### config.mk
export PLATFORM = sky130hd
export DESIGN_NAME = arph_target_flat
export DESIGN_NICKNAME = d
export VERILOG_FILES = /design/src/common/arph_pkg.sv /design/src/common/arph_link_if.sv /design/src/rtl/arph_target.sv /design/src/flat_wrapper.sv
export SDC_FILE = /design/constraint.sdc
export NUM_CORES = 1
export LEC_CHECK = 0
export ABC_AREA = 0
export BUFFER_PORTS_ARGS = -buffer_cell sky130_fd_sc_hd__buf_2
export CAP_MARGIN = 20
export CORE_AREA = 2 2 219 221
export CTS_CLUSTER_SIZE = 20
export DETAILED_ROUTE_END_ITERATION = 6
export DIE_AREA = 0 0 221 223
export HOLD_SLACK_MARGIN = 0.1
export PLACE_DENSITY = 0.71
export SYNTH_ARGS = -nofsm -noshare
export SYNTH_HDL_FRONTEND = slang
export SYNTH_SLANG_ARGS = --single-unit
### constraint.sdc
create_clock -name mclk -period 7.9 [get_ports mclk]
set_input_delay 1.58 -clock mclk [delete_from_list [all_inputs] [get_ports mclk]]
set_output_delay 1.58 -clock mclk [all_outputs]
set_load 0.01 [all_outputs]
### src/common/arph_pkg.sv
// Contract
// - both ends: 9600 baud 8N1, fixed
// - only controller starts; target only replies
// - packet bytes are printable ASCII below 127
// - target answers every packet addressed to it; code sends no reply when a code, qualifier or argument byte is malformed
// - request starts '<', reply starts '>'
// - start characters never in body; restart packet
// - target address is modem address plus one
// - reply carries the same address as request
// - instruction code: three upper-case letters
// - controller qualifier is only '=' or '?'
// - '=' sets the named parameter
// - '?' reports the named parameter
// - reply qualifier only '=', '?', '!', '*'
// - query reply: code, '=', current value
// - accepted set: code and '=' only
// - invalid argument: code and '?' only
// - change not allowed: code and '*'
// - unknown code: echo code then '!'
// - arguments: digits, period or comma only
// - request ends CR; reply ends CR LF
// - controller forces address, reads factory settings
// - modem relays computer packets and replies
`default_nettype none
package arph_pkg;
    localparam int unsigned CLK_HZ   = 20_000_000;
    localparam int unsigned BAUD     = 9600;
    localparam int unsigned BIT_CYC  = CLK_HZ / BAUD;
    localparam int unsigned HALF_CYC = BIT_CYC / 2;
    localparam int unsigned DATA_BITS = 8;
    localparam logic [7:0] CH_SOP_REQ = 8'h3C;
    localparam logic [7:0] CH_SOP_RSP = 8'h3E;
    localparam logic [7:0] CH_SLASH   = 8'h2F;
    localparam logic [7:0] CH_EQ      = 8'h3D;
    localparam logic [7:0] CH_QRY     = 8'h3F;
    localparam logic [7:0] CH_BANG    = 8'h21;
    localparam logic [7:0] CH_STAR    = 8'h2A;
    localparam logic [7:0] CH_CR      = 8'h0D;
    localparam logic [7:0] CH_LF      = 8'h0A;
    localparam logic [7:0] CH_DOT     = 8'h2E;
    localparam logic [7:0] CH_COMMA   = 8'h2C;
    localparam logic [7:0] CH_ZERO    = 8'h30;
    localparam logic [7:0] CH_NINE    = 8'h39;
    localparam logic [7:0] CH_UPA     = 8'h41;
    localparam logic [7:0] CH_UPZ     = 8'h5A;
    localparam logic [7:0] CH_LIMIT   = 8'h7F;
    localparam int unsigned ADDR_DIG  = 4;
    localparam int unsigned CODE_LEN  = 3;
    localparam int unsigned N_PARAM   = 6;
    localparam int unsigned MAX_ARG   = 7;
    localparam logic [23:0] CODE_TAB [N_PARAM] = '{24'h5546_51, 24'h4446_51, 24'h5541_54,
                                                   24'h4441_54, 24'h5245_46, 24'h5350_41};
    localparam logic [3:0] ARG_LEN [N_PARAM] = '{4'h7, 4'h7, 4'h4, 4'h4, 4'h3, 4'h3};
    localparam logic [7:0] VAL_RST = CH_ZERO;
    localparam int unsigned RPY_FIXED = 12;
endpackage
`default_nettype wire

### src/common/arph_link_if.sv
`timescale 1ns/1ps
`default_nettype none
interface arph_link_if;
    logic c2tLine;
    logic t2cLine;
    modport targetEnd
    (
        input  c2tLine,
        output t2cLine
    );
    modport ctrlEnd
    (
        output c2tLine,
        input  t2cLine
    );
endinterface
`default_nettype wire

### src/rtl/arph_target.sv
`timescale 1ns/1ps
`default_nettype none
module arph_uart_rx
    import arph_pkg::*;
#(
    parameter int unsigned BITC = arph_pkg::BIT_CYC
)
(
    input  wire logic       mclk,
    input  wire logic       rstn,
    input  wire logic       line,
    output logic [7:0]      data,
    output logic            valid
);
    logic        s1_ff, s2_ff, busy_ff, valid_ff;
    logic [15:0] tick_ff;
    logic [3:0]  bit_ff;
    logic [7:0]  shf_ff, data_ff;
    wire         tickEnd = (tick_ff == 16'(BITC - 1));
    generate
        if (BITC < 4 || BITC > 65535)
            $error("bit period out of range");
    endgenerate
    always_ff @(posedge mclk or negedge rstn)
    begin
        if (!rstn)
        begin
            s1_ff <= 1'b1;
            s2_ff <= 1'b1;
        end
        else
        begin
            s1_ff <= line;
            s2_ff <= s1_ff;
        end
    end
    // start at half a bit so every later sample lands mid-bit
    always_ff @(posedge mclk or negedge rstn)
    begin
        if (!rstn)
        begin
            busy_ff  <= 1'b0;
            tick_ff  <= 16'h0000;
            bit_ff   <= 4'h0;
            shf_ff   <= 8'h00;
            data_ff  <= 8'h00;
            valid_ff <= 1'b0;
        end
        else
        begin
            valid_ff <= 1'b0;
            if (!busy_ff)
            begin
                if (!s2_ff)
                begin
                    busy_ff <= 1'b1;
                    tick_ff <= 16'(BITC / 2);
                    bit_ff  <= 4'h0;
                end
            end
            else if (tickEnd)
            begin
                tick_ff <= 16'h0000;
                bit_ff  <= bit_ff + 4'h1;
                if (bit_ff == 4'h0 && s2_ff)
                    busy_ff <= 1'b0;
                else if (bit_ff >= 4'h1 && bit_ff <= 4'h8)
                    shf_ff <= {s2_ff, shf_ff[7:1]};
                else if (bit_ff == 4'h9)
                begin
                    busy_ff  <= 1'b0;
                    data_ff  <= shf_ff;
                    valid_ff <= s2_ff;
                end
            end
            else
                tick_ff <= tick_ff + 16'h0001;
        end
    end
    assign data  = data_ff;
    assign valid = valid_ff;
endmodule

module arph_uart_tx
    import arph_pkg::*;
#(
    parameter int unsigned BITC = arph_pkg::BIT_CYC
)
(
    input  wire logic       mclk,
    input  wire logic       rstn,
    input  wire logic [7:0] data,
    input  wire logic       valid,
    output logic            ready,
    output logic            line
);
    logic [15:0] tick_ff;
    logic [3:0]  bit_ff;
    logic [9:0]  shf_ff;
    logic        busy_ff, line_ff;
    always_ff @(posedge mclk or negedge rstn)
    begin
        if (!rstn)
        begin
            busy_ff <= 1'b0;
            tick_ff <= 16'h0000;
            bit_ff  <= 4'h0;
            shf_ff  <= 10'h3FF;
            line_ff <= 1'b1;
        end
        else if (!busy_ff)
        begin
            if (valid)
            begin
                busy_ff <= 1'b1;
                shf_ff  <= {1'b1, data, 1'b0};
                tick_ff <= 16'h0000;
                bit_ff  <= 4'h0;
            end
        end
        else
        begin
            line_ff <= shf_ff[0];
            if (tick_ff == 16'(BITC - 1))
            begin
                tick_ff <= 16'h0000;
                shf_ff  <= {1'b1, shf_ff[9:1]};
                bit_ff  <= bit_ff + 4'h1;
                if (bit_ff == 4'h9)
                    busy_ff <= 1'b0;
            end
            else
                tick_ff <= tick_ff + 16'h0001;
        end
    end
    assign ready = !busy_ff;
    assign line  = line_ff;
endmodule

module arph_target
    import arph_pkg::*;
#(
    parameter int unsigned BITC = arph_pkg::BIT_CYC
)
(
    input  wire logic                    mclk,
    input  wire logic                    rstn,
    arph_link_if.targetEnd               link,
    input  wire logic [arph_pkg::ADDR_DIG*8-1:0] ownAddr,
    input  wire logic                    paramLock,
    output logic                         setPulse,
    output logic [2:0]                   setIndex
);
    import arph_pkg::*;
    typedef enum logic [2:0] {ST_HUNT, ST_ADDR, ST_SLASH, ST_CODE, ST_QUAL, ST_ARGS, ST_REPLY} arph_tst_t;
    arph_tst_t  st_ff;
    logic [7:0] rxByte, txByte;
    logic       rxValid, txReady, txLine;
    logic [2:0] cnt_ff, hit_ff;
    logic       addrOk_ff, isSet_ff, argBad_ff, codeHit, setPulse_ff;
    logic [23:0] code_ff;
    logic [7:0] qualOut_ff;
    logic [3:0] argN_ff, rpyArgs_ff;
    // longest reply is 19 bytes, so the index needs five bits
    logic [4:0] txIdx_ff;
    logic [2:0] hitIdx, setIndex_ff;
    logic [7:0] argBuf_ff [MAX_ARG];
    logic [7:0] valMem_ff [N_PARAM][MAX_ARG];

    arph_uart_rx #(.BITC(BITC)) uRx (.mclk(mclk), .rstn(rstn), .line(link.c2tLine), .data(rxByte),
                                     .valid(rxValid));
    arph_uart_tx #(.BITC(BITC)) uTx (.mclk(mclk), .rstn(rstn), .data(txByte), .valid(st_ff == ST_REPLY),
                      .ready(txReady), .line(txLine));
    assign link.t2cLine = txLine;

    wire isReqStart = (rxByte == CH_SOP_REQ);
    wire isRspStart = (rxByte == CH_SOP_RSP);
    wire isDigit    = (rxByte >= CH_ZERO) && (rxByte <= CH_NINE);
    wire isUpper    = (rxByte >= CH_UPA) && (rxByte <= CH_UPZ);
    wire isArg      = isDigit || rxByte == CH_DOT || rxByte == CH_COMMA;
    wire notAscii   = (rxByte >= CH_LIMIT);
    wire addrMatch  = (rxByte == ownAddr[(ADDR_DIG-1-cnt_ff)*8 +: 8]);
    wire [3:0] expLen = ARG_LEN[hit_ff];
    wire lastTx     = (txIdx_ff == 5'(RPY_FIXED - 1) + 5'(rpyArgs_ff));

    always_comb
    begin
        codeHit = 1'b0;
        hitIdx  = 3'h0;
        for (int i = 0; i < N_PARAM; i++)
            if (code_ff == CODE_TAB[i])
            begin
                codeHit = 1'b1;
                hitIdx  = 3'(i);
            end
    end

    // reply assembled by position so no byte buffer is needed
    always_comb
    begin
        txByte = CH_LF;
        if (txIdx_ff == 5'h00)
            txByte = CH_SOP_RSP;
        else if (txIdx_ff <= 5'(ADDR_DIG))
            txByte = ownAddr[(ADDR_DIG-txIdx_ff)*8 +: 8];
        else if (txIdx_ff == 5'h05)
            txByte = CH_SLASH;
        else if (txIdx_ff <= 5'h08)
            txByte = code_ff[(8-txIdx_ff)*8 +: 8];
        else if (txIdx_ff == 5'h09)
            txByte = qualOut_ff;
        else if (txIdx_ff < 5'h0A + 5'(rpyArgs_ff))
            txByte = valMem_ff[hit_ff][3'(txIdx_ff - 5'h0A)];
        else if (txIdx_ff == 5'h0A + 5'(rpyArgs_ff))
            txByte = CH_CR;
    end

    always_ff @(posedge mclk or negedge rstn)
    begin
        if (!rstn)
        begin
            st_ff       <= ST_HUNT;
            cnt_ff      <= 3'h0;
            addrOk_ff   <= 1'b0;
            code_ff     <= 24'h0000_00;
            isSet_ff    <= 1'b0;
            argBad_ff   <= 1'b0;
            argN_ff     <= 4'h0;
            hit_ff      <= 3'h0;
            qualOut_ff  <= CH_EQ;
            rpyArgs_ff  <= 4'h0;
            txIdx_ff    <= 5'h00;
            setPulse_ff <= 1'b0;
            setIndex_ff <= 3'h0;
            for (int i = 0; i < MAX_ARG; i++)
            begin
                argBuf_ff[i] <= VAL_RST;
                for (int p = 0; p < N_PARAM; p++)
                    valMem_ff[p][i] <= VAL_RST;
            end
        end
        else
        begin
            setPulse_ff <= 1'b0;
            if (st_ff == ST_REPLY)
            begin
                if (txReady)
                begin
                    txIdx_ff <= txIdx_ff + 5'h01;
                    if (lastTx)
                        st_ff <= ST_HUNT;
                end
            end
            else if (rxValid)
            begin
                cnt_ff <= 3'h0;
                if (isReqStart)
                begin
                    st_ff     <= ST_ADDR;
                    addrOk_ff <= 1'b1;
                    argN_ff   <= 4'h0;
                    argBad_ff <= 1'b0;
                end
                else if (isRspStart || notAscii)
                    st_ff <= ST_HUNT;
                else
                begin
                    unique case (st_ff)
                        ST_HUNT:  st_ff <= ST_HUNT;
                        ST_ADDR:
                        begin
                            cnt_ff    <= cnt_ff + 3'h1;
                            addrOk_ff <= addrOk_ff && addrMatch;
                            if (!isDigit)
                                st_ff <= ST_HUNT;
                            else if (cnt_ff == 3'(ADDR_DIG - 1))
                                st_ff <= ST_SLASH;
                        end
                        ST_SLASH: st_ff <= (rxByte == CH_SLASH) ? ST_CODE : ST_HUNT;
                        ST_CODE:
                        begin
                            cnt_ff  <= cnt_ff + 3'h1;
                            code_ff <= {code_ff[15:0], rxByte};
                            if (!isUpper)
                                st_ff <= ST_HUNT;
                            else if (cnt_ff == 3'(CODE_LEN - 1))
                                st_ff <= ST_QUAL;
                        end
                        ST_QUAL:
                        begin
                            isSet_ff <= (rxByte == CH_EQ);
                            hit_ff   <= hitIdx;
                            st_ff    <= (rxByte == CH_EQ || rxByte == CH_QRY) ? ST_ARGS : ST_HUNT;
                            if (!codeHit)
                                hit_ff <= 3'h0;
                        end
                        ST_ARGS:
                        begin
                            if (isArg)
                            begin
                                if (argN_ff < 4'(MAX_ARG))
                                begin
                                    argBuf_ff[argN_ff[2:0]] <= rxByte;
                                    argN_ff <= argN_ff + 4'h1;
                                end
                                else
                                    argBad_ff <= 1'b1;
                            end
                            else if (rxByte != CH_CR || !addrOk_ff)
                                st_ff <= ST_HUNT;
                            else
                            begin
                                st_ff      <= ST_REPLY;
                                txIdx_ff   <= 5'h00;
                                rpyArgs_ff <= 4'h0;
                                if (!(code_ff == CODE_TAB[hit_ff]))
                                    qualOut_ff <= CH_BANG;
                                else if (!isSet_ff)
                                begin
                                    qualOut_ff <= CH_EQ;
                                    rpyArgs_ff <= expLen;
                                end
                                else if (argBad_ff || argN_ff != expLen)
                                    qualOut_ff <= CH_QRY;
                                else if (paramLock)
                                    qualOut_ff <= CH_STAR;
                                else
                                begin
                                    qualOut_ff  <= CH_EQ;
                                    setPulse_ff <= 1'b1;
                                    setIndex_ff <= hit_ff;
                                    for (int i = 0; i < MAX_ARG; i++)
                                        valMem_ff[hit_ff][i] <= argBuf_ff[i];
                                end
                            end
                        end
                        default:  st_ff <= ST_HUNT;
                    endcase
                end
            end
        end
    end
    assign setPulse = setPulse_ff;
    assign setIndex = setIndex_ff;
endmodule
`default_nettype wire

### src/flat_wrapper.sv
// flat-port wrapper written by rule: the top's interface ports become plain ports
module arph_target_flat import arph_pkg::*;
#(
    parameter int unsigned BITC = arph_pkg::BIT_CYC
)
  (mclk, rstn, ownAddr, paramLock, setPulse, setIndex, link_c2tLine, link_t2cLine);
  arph_link_if link_i ();
  input  wire logic mclk;
  input  wire logic rstn;
  input  wire logic [arph_pkg::ADDR_DIG*8-1:0] ownAddr;
  input  wire logic paramLock;
  output logic setPulse;
  output logic [2:0] setIndex;
  input wire logic [$bits(link_i.c2tLine)-1:0] link_c2tLine;
  output wire logic [$bits(link_i.t2cLine)-1:0] link_t2cLine;
  assign link_i.c2tLine = link_c2tLine;
  assign link_t2cLine = link_i.t2cLine;
  arph_target #(.BITC(BITC)) u_core (.mclk(mclk), .rstn(rstn), .link(link_i), .ownAddr(ownAddr), .paramLock(paramLock), .setPulse(setPulse), .setIndex(setIndex));
endmodule
# Word level (Yosys, flattened, before mapping)
# Memory sizes are Yosys's and may differ from the RTL's.
# Cells that the tools add are included.
[totals]
wordCells = 346
mem_bits_ro = 224
ramBits = 0
latchBits = 0
output_inout_bits = 5
mem_count = 2
register_bits = 525
input_bits = 36
[op_classes]
mul = 0
bitwise_logic = 12
shifts = 3
magnitude_cmp = 16
reduce_logical = 39
div = 0
n_eq_ne = 47
mux = 139
n_addsub = 13
[memory_table]
columns = ["memory", "words", "width", "read_ports", "rd_clocked_by_memory_dff", "write_ports", "line", "source"]
rows = [
  ["(name not given)", 8, 24, 1, 0, 0, "arph_target.sv:316", "if (!(code_ff == CODE_TAB[hit_ff]))"],
  ["(name not given)", 8, 4, 1, 0, 0, "arph_target.sv:183", "wire [3:0] expLen = ARG_LEN[hit_ff];"],
]
[op_table]
columns = ["operator", "n"]
rows = [
  ["$bwmux W336", 7],
  ["$demux W56 S3", 7],
  ["$bmux W56 S3", 1],
  ["$mux W56", 3],
  ["$eq A24 B23 Y1 const B", 6],
  ["$mux W16", 7],
  ["$mux W8", 13],
  ["$mux W24", 3],
  ["$shiftx A32 B33 Y8", 2],
  ["$mux W3", 20],
  ["$mux W4", 15],
  ["$bwmux W56", 1],
  ["$eq A8 B6 Y1 const B", 7],
  ["$mux W48", 1],
  ["$mux W5", 9],
  ["$mux W1", 41],
  ["$mux W40", 1],
  ["$shiftx A24 B33 Y8", 1],
  ["$add A16 B1 Y16 const B", 2],
  ["$eq A16 B12 Y1 const B", 2],
  ["$mux W32", 1],
  ["$mux W10", 3],
  ["$bmux W8 S3", 1],
  ["$demux W8 S3", 1],
  ["52 further kinds", 114],
]

# Longest topological paths before layout
# Gate-level depths: netlist (run 1).
[depth]
word_depth = 16
mapped_depth = 14
depth_no_buf = 9

# By module
# A second synthesis (run 1) with hierarchy kept.
[unflattened]
cells_unflattened = 2059
area_unflattened_um2 = 26080.0
[modules_own_cells]
columns = ["mod", "seq_area_each_um2", "area_each_um2", "n_inst", "cells_each"]
rows = [
  ["arph_target", 11312.1, 22291.4, 1, 1709],
  ["arph_uart_rx", 1003.5, 2034.5, 1, 186],
  ["arph_uart_tx", 788.3, 1754.2, 1, 164],
]

# Worst setup path after synthesis (run 1)
# Ideal clock, no wire load.
[synth_path]
path_kind = "reg-to-reg"
startpoint = "register u_core.hit_ff[0]"
endpoint = "register u_core.valMem_ff[112] (netlist bit)"
n_path_buf = 5
period_less_slack_ns = 3.855
setup_time_ns = 0.125
path_slack_ns = 4.045
required_ns = 7.775
path_stages_with_launch = 13
t_arrival_ns = 3.731
path_cell_list = "dfrtp_1 > buf_2 > buf_1 > inv_1 > clkbuf_1 > ha_1 > or4_1 > a211o_1 > nor4_4 > and4_1 > buf_2 > buf_4 > mux2_2"
[synth_via]
elab_chain_len = 9
word_cells_on_any_way = 30
cone_classes = "order compare: 2; eq/ne: 2; mux: 19; bitwise: 2; reduce/logical: 3; memory: 2"
[synth_rtl]
columns = ["item", "line", "source"]
rows = [
  ["start, declared", "arph_target.sv:159", "logic [2:0] cnt_ff, hit_ff;"],
  ["start signal, assigned", "arph_target.sv:292", "hit_ff <= hitIdx;"],
  ["$not A3 Y4 (implied by the code) (*)", "arph_target.sv:183, arph_target.sv:316, arph_target.sv:333", ""],
  ["branches (longest 8 deep; another with $mem_v2 Z8 W24)", "--", ""],
  ["end signal, assigned by index", "arph_target.sv:333", "valMem_ff[hit_ff][i] <= argBuf_ff[i];"],
  ["end, declared", "arph_target.sv:168", "logic [7:0] valMem_ff [N_PARAM][MAX_ARG];"],
]
# Mark *: on every way between the ends. The select of a mux whose other input is x is not followed.
# A chain may end at the register's enable or synchronous reset.

# Worst setup path in the final report (run 1)
[layout_path]
startpoint = "register u_core.hit_ff[0]"
endpoint = "register u_core.valMem_ff[153] (netlist bit)"
[layout_via]
elab_chain_len = 11
word_cells_on_any_way = 30
cone_classes = "order compare: 2; eq/ne: 2; mux: 19; bitwise: 2; reduce/logical: 3; memory: 2"
[layout_rtl]
columns = ["item", "line"]
rows = [
  ["$not A3 Y4 (implied by the code) (*)", "arph_target.sv:183, arph_target.sv:316, arph_target.sv:333"],
  ["$ge A4 B4 Y1 (implied by the code) or $lt A4 B1 Y1 (tied branches)", "arph_target.sv:333"],
  ["$logic_and A1 B1 Y1 (implied by the code)", "arph_target.sv:333"],
  ["$mux W48 (implied by the code)", "arph_target.sv:333"],
  ["$demux W56 S3", "arph_target.sv:333"],
  ["$bwmux W336 (6 in series)", "arph_target.sv:333"],
]
# Mark *: on every way between the ends. The rest lies on a longest branch, timed or not. The select of a mux whose other input is x is not followed.

==> results of run 1 <==
## Yosys cell counts, types with 11 or more instances
master,n
a211oi_1,13
a21oi_1,51
a221oi_1,18
and2_1,14
and3_1,12
buf_1,18
buf_2,42
clkbuf_1,69
dfrtp_1,405
dfstp_2,113
ha_1,29
inv_1,35
mux2_2,436
mux2i_1,75
mux4_2,46
nand2_1,101
nand2b_1,30
nand3_1,33
nand3b_1,11
nand4_1,22
nor2_1,71
nor2b_1,26
nor3_1,26
nor4_1,12
nor4b_1,12
o21ai_0,109
o22ai_1,16
o31ai_1,18
xnor2_1,14
## how the worst min path moves through the flow
stage / startpoint / end / slack [ns]
floorplan: u_core.uRx.s1_ff$_DFF_PN1_ / u_core.uRx.s2_ff$_DFF_PN1_ / 0.35
global placement: u_core.uRx.s1_ff$_DFF_PN1_ / u_core.uRx.s2_ff$_DFF_PN1_ / 0.35
detailed placement: u_core.uRx.s1_ff$_DFF_PN1_ / u_core.uRx.s2_ff$_DFF_PN1_ / 0.35
CTS: u_core.uRx.s1_ff$_DFF_PN1_ / u_core.uRx.s2_ff$_DFF_PN1_ / 0.35
global route: u_core.uRx.s1_ff$_DFF_PN1_ / u_core.uRx.s2_ff$_DFF_PN1_ / 0.36
finish: u_core.uRx.s1_ff$_DFF_PN1_ / u_core.uRx.s2_ff$_DFF_PN1_ / 0.35
## registers in the layout, indices dropped and copies added, names as in the netlist, 4 cells and up
register / flops
u_core.argBuf_ff: 56
u_core.argN_ff: 4
u_core.code_ff: 24
u_core.qualOut_ff: 4
u_core.txIdx_ff: 5
u_core.uRx.bit_ff: 4
u_core.uRx.data: 8
u_core.uRx.shf_ff: 8
u_core.uRx.tick_ff: 16
u_core.uTx.bit_ff: 4
u_core.uTx.shf_ff: 9
u_core.uTx.tick_ff: 16
u_core.valMem_ff: 336
## layout make-up
type                    count  area [um^2]
clock inverters            15          150
multi-input cells        1360        11800
clock buffers              88         1660
fillers                  3692        19000
diodes                      2         5.00
flip-flops and latches    518        13100
repair buffers             72          534
well taps                 615          769
inverters                  36          135
## report_power, final
group | switching, mW | total [mW] | internal, mW | leakage (nW)
logic | 0.0608 | 0.0783 | 0.0175 | 4.80
clock network | 1.04 | 2.57 | 1.53 | 0.900
registers | 0.000837 | 2.66 | 2.66 | 6.79
## per-layer routing
layer  GRT usage  vias up
met5           0        -
met4      0.0957        2
met3      0.0456      133
met2       0.424      449
met1       0.344     8825
li1            -     7594
## cells by family (layout without fill, tap and decap cells)
| kind of cell | count (synthesis) | after routing |
|---|---|---|
| fa+ha+maj | 29 | 29 |
| xor+xnor | 24 | 24 |
| compound gates | 332 | 332 |
| buf+inv | 170 | 211 |
| simple gates | 418 | 418 |
| other cells | 0 | 2 |
| mux | 557 | 557 |
| flops | 518 | 518 |
## worst max-delay path: stages, from the launching register on
cell     delay (ns)
dfrtp_4        0.90
inv_1          0.54
ha_1           0.39
or4_1          0.55
a211o_1        0.32
nor4_4         0.59
and4_2         0.93
buf_4          0.60
mux2_2         0.40
## cell usage in the layout (no fill, tap or decap), types with 16 or more instances in the layout
master / Yosys / layout
a21oi_1: 51 / 51
dfrtp_1: 405 / 401
mux2_2: 436 / 436
nor2b_1: 26 / 25
o31ai_1: 18 / 18
a221oi_1: 18 / 18
mux4_2: 46 / 46
o22ai_1: 16 / 16
o21ai_0: 109 / 109
dfstp_2: 113 / 113
nand4_1: 22 / 22
nor3_1: 26 / 26
clkbuf_1: 69 / 19
nand2_1: 101 / 99
buf_4: 4 / 26
clkbuf_16: 0 / 57
nand3_1: 33 / 31
nor2_1: 71 / 71
ha_1: 29 / 29
nand2b_1: 30 / 30
inv_1: 35 / 35
buf_2: 42 / 39
mux2i_1: 75 / 75
## stage by stage
stage                     area (um^2)  worst slack (ns)  hold WS (ns)  utilization  instances
after floorplan                 25500              4.04         0.345            -       2048
after global placement          26200              2.66         0.347        0.556       2596
after detailed placement        26200              2.54         0.349        0.556       2597
after CTS                       28000              2.54         0.351        0.595       2700
after global routing            28100              2.31         0.355        0.597       2705
final                           28100              2.52         0.349        0.597       2706
==> results.md, run 1 <==
- Routed vias: 17,000
- Share of cells above drive strength 1: 0.374
- DIE WIDTH: 221 um
- Final wirelength: 62.7 mm
- Drt drc: 0
- WL/cell: 23.2 um
- Min-delay worst type: flip-flop to flip-flop
- Worst-path maximum fanout: 44
- Final HPWL DP: 38.6 mm
- Die Area: 49,300 um^2
- Main synth FF type: dfrtp_1
- Setup slack, reg-to-reg: 2.52 ns
- FF-to-FF End: u_core.valMem_ff[153]$_DFFE_PN0P_
- Clk buf depth: 3
- Vias in the first global route: 17,700
- Postcts setup bufs: 0
- Vias per Instance: 6.28
- Final setup fails: 0
- Reg2Reg Depth: 8
- Met2 WL: 30.1 mm
- H-tree Lvls: 2
- Worst setup path end: u_core.valMem_ff[153]$_DFFE_PN0P_
- Cell taking the most area after synthesis: dfrtp_1
- Worst Setup End Kind: flip-flop
- Fin crit period: 5.38 ns
- Mux contribution to synthesized area: 0.262
- Starting Density: 0.542
- Overall power: 5.31 mW
- Adder-cell share of the synthesized area: 0.0142
- Main combinational cell family by area after synthesis: multiplexers
- PortBufs: 40
- DR top layer: met5
- Final #Nets: 2,108
- Mapped cell area: 25,500 um^2
- CTS sink cnt: 518
- Iteration-0 DRC Markers: 1,144
- Leak Pwr: 12.5 nW
- Post-Syn Area per Cell: 12.5 um^2
- Status: finished, final reports clean
- Post-route ant nets: 0
- Die Ht: 223 um
- Period utilisation layout: 0.681
- Cell count after synthesis: 2,048
- Post-synth ARST share: 1.00
- Max Cap Viol: 0
- Hold buffers post-CTS: 0
- Rel. slew slack: 0.294
- Global route total overflow: 0
- M1 WL: 27.2 mm
- Simple-gate share of the synthesized area: 0.0882
- Syn_nets: 2,113
- Post-synthesis sequential area ratio: 0.513
- Worst IR drop on VDD: 0.300 mV
- Largest net degree at the start of global routing: 171
- Setup crit start kind: flip-flop
- TritonCTS clock tree: yes
- Initial antenna violation count: 3
- Worst slew pin tran: 1.06 ns
- Synth warn: 0
- Critical Path RT: 8.37 ns
- Xor/xnor cell area share of the yosys netlist: 0.00823
- RR Startpoint: u_core.hit_ff[0]$_DFFE_PN0P_
- Clk root buf: clkbuf_16
- Wire length on met3: 3.37 mm
- Fmax: 186 MHz
- Unrepaired setup endpoints after global routing: no
- Yosys top cell area share: 0.397
- Worst-skew pair later-pin latency: 0.61 ns
- Clock transition at path regs: 0.06 ns
- Netlist cell types: 75
- First-pass GRT wire length: 100 mm
- Synth Area in Compound Gates: 0.0863
- Top cells by area, synth: dfrtp_1, mux2_2, dfstp_2, mux4_2, mux2i_1
- Row count: 80
- Layout area overhead: 10.2%
- Crit Path Class: flip-flop to flip-flop
- Worst Hold Depth: 0
- Number of top-level pins: 41
- Router iterations before antenna repair: 5
- Gr usage total: 0.258
- TNS Setup: 0 ns
- Yosys reg bits: 518
- Post-synth EDFFs: 0
- Core area: 47,100 um^2
- Critical Path Source: u_core.hit_ff[0]$_DFFE_PN0P_
- # resized after CTS: 0
- Slew Limit Fails: 0
- Total CTS buffers: 55
- Final Wtd Congestion: 0.896
- CP arrival: 5.85 ns
- Final Skew: 0.0258 ns
- Final number of hold-violating endpoints: 0
- Power density over cell area: 189 nW/um^2
Note: power is estimated with default switching activity, not from simulation.
==> run 2, diff against run 1 <==
--- a/config.mk
+++ b/config.mk
@@ -13,7 +13,7 @@
 export DETAILED_ROUTE_END_ITERATION = 6
 export DIE_AREA = 0 0 221 223
 export HOLD_SLACK_MARGIN = 0.1
-export PLACE_DENSITY = 0.71
+export PLACE_DENSITY = 0.73
 export SYNTH_ARGS = -nofsm -noshare
 export SYNTH_HDL_FRONTEND = slang
 export SYNTH_SLANG_ARGS = --single-unit
==> constraint.sdc (replaced) <==
create_clock -name mclk -period 4.6 [get_ports mclk]
set_input_delay 0.92 -clock mclk [delete_from_list [all_inputs] [get_ports mclk]]
set_output_delay 0.92 -clock mclk [all_outputs]
set_load 0.01 [all_outputs]
==> run 2 against run 1 <==
  * Global-route usage grew 0.13 points
  * Fmax is 40% higher
  * Sequential share of layout area shrank 0.066 points
  * Sequential power increased by 71%
  * Routed wire length is 1.0% higher
  * Clock skew about the same
  * Critical path depth fell by 2
  * Non-clock buffer count rose by 13
  * Count of clock-buffer cells in the layout is 10 lower
  * Final cell count grew 0.30%
  * Via count up 1.9%
  * Worst setup slack lost 1.8 ns
==> results.md, run 2 (same netlist as run 1, synthesis figures left out) <==
- Dpl cells: 2,614
- Largest regs: u_core.valMem_ff (336), u_core.argBuf_ff (56), u_core.code_ff (24)
- Largest net degree at the start of global routing: 114
- Global route total overflow: 0
- Final setup margin: 0.758 ns
- CP arrival: 4.37 ns
- Worst path buffer plus inverter count: 0
- Routed vias: 17,300
- H-tree Lvls: 2
- Iteration-0 DRC Markers: 1,544
- Final number of hold-violating endpoints: 0
- Worst slew pin tran: 0.975 ns
- Max FFs per register: 336
- Slowest CP cell: nor4_1
- WP depth: 6
- Unrepaired setup endpoints after global routing: no
- Fin area: 28,200 um^2
- Status: finished, final reports clean
- Starting Density: 0.542
- PortBufs: 40
- RR Startpoint: u_core.uTx.tick_ff[8]$_DFFE_PN0P_
- Final HPWL DP: 39.4 mm
- Rel. slew slack: 0.350
- FF+latch area: 13,100 um^2
- Period utilisation layout: 0.835
- Top Family by Delay on Critical Path: simple AND/OR/NAND/NOR gates
- Vias per Instance: 6.39
- # resized after CTS: 0
- Hold buffers post-CTS: 0
- Power density over cell area: 318 nW/um^2
- Postcts setup bufs: 0
- DIE WIDTH: 221 um
- Fin util: 0.598
- First-pass GRT wire length: 101 mm
- Core area: 47,100 um^2
- Fmax: 260 MHz
- Fillers: 3,638
- Multi-input logic area: 11,800 um^2
- Total CTS buffers: 53
- Worst-path maximum fanout: 24
- Fin crit period: 3.84 ns
- Setup slack, reg-to-reg: 0.76 ns
- Min-delay worst type: flip-flop to flip-flop
- FF-to-FF End: u_core.uTx.shf_ff[6]$_DFFE_PN1P_
- Non-filler instance count after layout: 2,714
- Die Ht: 223 um
- Vias in the first global route: 18,000
- Setup crit start kind: flip-flop
- Drt drc: 0
- Worst Setup End Kind: flip-flop
- Leak Pwr: 12.5 nW
- Clk buf depth: 3
- TNS Setup: 0 ns
- Worst IR drop on VDD: 0.391 mV
- Crit path largest cell delay: 0.83 ns
- Row count: 80
- Final setup fails: 0
- Critical Path Source: u_core.uTx.tick_ff[8]$_DFFE_PN0P_
- Die Area: 49,300 um^2
- Top reg by flops: u_core.valMem_ff
- Commonest non-fill, non-tap cell in the layout: mux2_2
- Post-route ant nets: 0
- Worst-skew pair later-pin latency: 0.62 ns
- Router iterations before antenna repair: 5
- Dpl ws: 0.806 ns
- CTS sink cnt: 518
- Clk root buf: clkbuf_16
- Initial antenna violation count: 0
- Final #Nets: 2,119
- Gr usage total: 0.259
- Final Wtd Congestion: 0.854
- Most frequent cells in the layout: mux2_2, dfrtp_1, dfstp_2
- Worst setup path end: u_core.uTx.shf_ff[6]$_DFFE_PN1P_
- Final Skew: 0.0256 ns
- Max Cap Viol: 0
- Layout area overhead: 10.3%
- Reg2Reg Depth: 6
- Number of top-level pins: 41
- Worst-path cell chain: nor4b_1, a41o_1, nand2_1, nor4_1, o21ai_0, o21ai_0
- TritonCTS clock tree: yes
- Share of cells above drive strength 1: 0.378
- Crit Path Class: flip-flop to flip-flop
- Dpl cell area: 26,500 um^2
- Critical Path RT: 5.13 ns
- Clock transition at path regs: 0.06 ns
- # diodes: 0
- WL/cell: 23.4 um
- Final wirelength: 63.4 mm
- Slew Limit Fails: 0
- CP dominant cell by count: o21ai_0
## run 2: cell type report
class | instances | share of cell area
well taps | 615 | 0.0273
clock inverters | 22 | 0.00759
inverters | 36 | 0.00480
repair buffers | 85 | 0.0239
clock buffers | 78 | 0.0536
flip-flops and latches | 518 | 0.465
multi-input cells | 1360 | 0.417
## run 2: worst reg2reg max path, cell delays in order, from the launching register on
cell,delay [ns]
dfrtp_1,0.43
nor4b_1,0.52
a41o_1,0.76
nand2_1,0.55
nor4_1,0.84
o21ai_0,0.41
o21ai_0,0.25
## run 2: per-layer routing
| layer | track usage | routed length (um) | vias to the layer above | part of all wire |
|---|---|---|---|---|
| met1 | 0.353 | 27200 | 9049 | 0.43 |
| met5 | 0 | 0 | - | 0 |
| met4 | 0.0957 | 2250 | 0 | 0.035 |
| li1 | - | - | 7612 | - |
| met3 | 0.0411 | 3770 | 141 | 0.060 |
| met2 | 0.422 | 30100 | 530 | 0.48 |
## run 2: power breakdown
| group | switching (mW) | internal (mW) |
|---|---|---|
| logic | 0.105 | 0.0331 |
| registers | 0.00135 | 4.56 |
| clock network | 1.81 | 2.45 |
## run 2: through the flow
| stage | power [mW] | hold WS (ns) |
|---|---|---|
| 2_1_floorplan | 4.66 | 0.345 |
| 3_3_place_gp | 4.78 | 0.345 |
| 3_5_place_dp | 4.79 | 0.347 |
| 4_1_cts | 9.04 | 0.356 |
| 5_1_grt | 9.24 | 0.361 |
| 6_report | 8.97 | 0.356 |
## run 2: how the worst min path moves through the flow
stage / startpoint / to / slack, ns / depth (start not counted)
2_1_floorplan: u_core.uRx.s1_ff$_DFF_PN1_ / u_core.uRx.s2_ff$_DFF_PN1_ / 0.35 / 0
4_1_cts: u_core.uRx.s1_ff$_DFF_PN1_ / u_core.uRx.s2_ff$_DFF_PN1_ / 0.36 / 0
3_3_place_gp: u_core.uRx.s1_ff$_DFF_PN1_ / u_core.uRx.s2_ff$_DFF_PN1_ / 0.35 / 0
3_5_place_dp: u_core.uRx.s1_ff$_DFF_PN1_ / u_core.uRx.s2_ff$_DFF_PN1_ / 0.35 / 0
6_report: u_core.uRx.s1_ff$_DFF_PN1_ / u_core.uRx.s2_ff$_DFF_PN1_ / 0.36 / 0
5_1_grt: u_core.uRx.s1_ff$_DFF_PN1_ / u_core.uRx.s2_ff$_DFF_PN1_ / 0.36 / 0
==> run 3, diff against run 2 <==
==> constraint.sdc (replaced) <==
create_clock -name mclk -period 3.4 [get_ports mclk]
set_input_delay 0.68 -clock mclk [delete_from_list [all_inputs] [get_ports mclk]]
set_output_delay 0.68 -clock mclk [all_outputs]
set_load 0.01 [all_outputs]
==> run 3 against run 2 <==
  * Hold slack worse by 0.19 ns
  * Die area stayed put
  * Via count hardly changed
  * Worst setup slack worse by 0.60 ns
  * Critical path depth stayed put
  * Largest power group unchanged
  * Critical path type unchanged
==> results.md, run 3 (same netlist as run 1, synthesis figures left out) <==
- Vias in the first global route: 17,800
- Most frequent cells in the layout: mux2_2, dfrtp_1, dfstp_2
- Layout area overhead: 11.7%
- Top Family by Delay on Critical Path: simple AND/OR/NAND/NOR gates
- Worst-path cell chain: or2_2, or4_1, a21oi_1, nand2b_1, or4_1, mux2_2
- Largest regs: u_core.valMem_ff (336), u_core.argBuf_ff (56), u_core.code_ff (24)
- Drt drc: 0
- Critical Path Source: u_core.uRx.data[6]$_DFFE_PN0P_
- Clk root buf: clkbuf_16
- Setup crit start kind: flip-flop
- Worst slew pin tran: 0.854 ns
- Rel. slew slack: 0.429
- First-pass GRT wire length: 101 mm
- Post-route ant nets: 0
- Worst-path maximum fanout: 10
- Final HPWL DP: 39.7 mm
- Status: finished, final reports clean
- Final setup margin: 0.162 ns
- Die Ht: 223 um
- Starting Density: 0.542
- FF+latch area: 13,100 um^2
- Worst hold endpoint: u_core.uRx.s1_ff$_DFF_PN1_
- Multi-input logic area: 11,800 um^2
- FF-to-FF End: u_core.argBuf_ff[49]$_DFFE_PN0P_
- Dpl ws: 0.235 ns
- # resized after CTS: 0
- Leak Pwr: 12.7 nW
- Worst Setup End Kind: flip-flop
- DIE WIDTH: 221 um
- Slew Limit Fails: 0
- Crit path largest cell delay: 0.84 ns
- Global route total overflow: 0
- PortBufs: 40
- Commonest non-fill, non-tap cell in the layout: mux2_2
- Core area: 47,100 um^2
- Router iterations before antenna repair: 6
- Final Skew: 0.0187 ns
- Max FFs per register: 336
- CP arrival: 3.73 ns
- Top reg by flops: u_core.valMem_ff
- WL/cell: 23.1 um
- RR Startpoint: u_core.uRx.data[6]$_DFFE_PN0P_
- Hold Slack: 0.164 ns
- Worst path buffer plus inverter count: 0
- Die Area: 49,300 um^2
- CTS sink cnt: 518
- Share of cells above drive strength 1: 0.387
- Min-delay worst type: input port to flip-flop
- Clock transition at path regs: 0.07 ns
- Fin area: 28,500 um^2
- Number of top-level pins: 41
- Postcts setup bufs: 0
- Vias per Instance: 6.30
- Max Cap Viol: 0
- Power density over cell area: 426 nW/um^2
- Critical Path RT: 3.89 ns
- Total CTS buffers: 53
- Worst IR drop on VDD: 0.419 mV
- TritonCTS clock tree: yes
- Fmax: 309 MHz
- H-tree Lvls: 2
- Initial antenna violation count: 2
- Dpl cell area: 26,800 um^2
- Final wirelength: 63.6 mm
- Period utilisation layout: 0.952
- Unrepaired setup endpoints after global routing: no
- CP dominant cell by count: or4_1
- TNS Setup: 0 ns
- Largest net degree at the start of global routing: 78
- Hold_sp: link_c2tLine
- Final number of hold-violating endpoints: 0
- Setup slack, reg-to-reg: 0.16 ns
- Worst-skew pair later-pin latency: 0.61 ns
- Iteration-0 DRC Markers: 1,341
- Slowest CP cell: or4_1
- Final #Nets: 2,157
- Clk buf depth: 3
- Routed vias: 17,300
- Fin crit period: 3.24 ns
- Fillers: 3,588
- Final Wtd Congestion: 0.904
- # diodes: 0
- Row count: 80
- Crit Path Class: flip-flop to flip-flop
- Worst Hold Depth: 1
- Final setup fails: 0
- Gr usage total: 0.259
- Reg2Reg Depth: 6
run 3: cell count changes in the layout (fill, tap and decap cells not counted), sizes merged:
cell / change
dlygate4sd3: +1
clkbuf: +2
clkinv: -6
buf: +37
inv: +2
clkinvlp: +2
run 3: worst max-delay path by stage:
| stage | end | slack, ns | depth (start not counted) |
|---|---|---|---|
| after floorplan | u_core.valMem_ff[112]$_DFFE_PN0P_ | -0.01 | 12 |
| after global placement | u_core.argBuf_ff[48]$_DFFE_PN0P_ | 0.25 | 6 |
| after detailed placement | u_core.valMem_ff[118]$_DFFE_PN0P_ | 0.23 | 8 |
| after CTS | u_core.argBuf_ff[49]$_DFFE_PN0P_ | 0.22 | 6 |
| after global routing | u_core.valMem_ff[134]$_DFFE_PN0P_ | 0.08 | 10 |
| final | u_core.argBuf_ff[49]$_DFFE_PN0P_ | 0.16 | 6 |
run 3: metrics by stage:
| step | util | power (mW) | cells |
|---|---|---|---|
| after global placement | 0.568 | 6.48 | 2651 |
| after CTS | 0.605 | 12.3 | 2752 |
| after global routing | 0.605 | 12.5 | 2752 |
| after floorplan | - | 6.31 | 2048 |
| after detailed placement | 0.568 | 6.48 | 2651 |
| final | 0.605 | 12.2 | 2752 |
run 3: repair_timing:
| action | 4_1_cts | 5_1_grt |
|---|---|---|
| endpoints found under the setup margin | 0 | 0 |
| endpoints found under the hold margin | 64 | 0 |
| hold buffers | 1 | 0 |
run 3: area by class of cell:
type / instances / area share
clock inverter: 20 / 0.00680
tap: 615 / 0.0270
inverter: 36 / 0.00474
timing repair buffer: 123 / 0.0359
clock buffer: 80 / 0.0536
sequential: 518 / 0.460
multi-input combinational: 1360 / 0.412
run 3: power breakdown:
| group | total [mW] | switching (mW) | internal, mW |
|---|---|---|---|
| clock | 5.80 | 2.45 | 3.34 |
| sequential | 6.18 | 0.00210 | 6.17 |
| combinational | 0.193 | 0.143 | 0.0493 |
run 3: layer usage:
layer / track usage / share of wire / up-vias
met5: 0 / 0.00024 / -
met4: 0.0896 / 0.029 / 2
met3: 0.0374 / 0.051 / 107
met2: 0.420 / 0.48 / 496
met1: 0.359 / 0.44 / 9030
li1: - / - / 7711
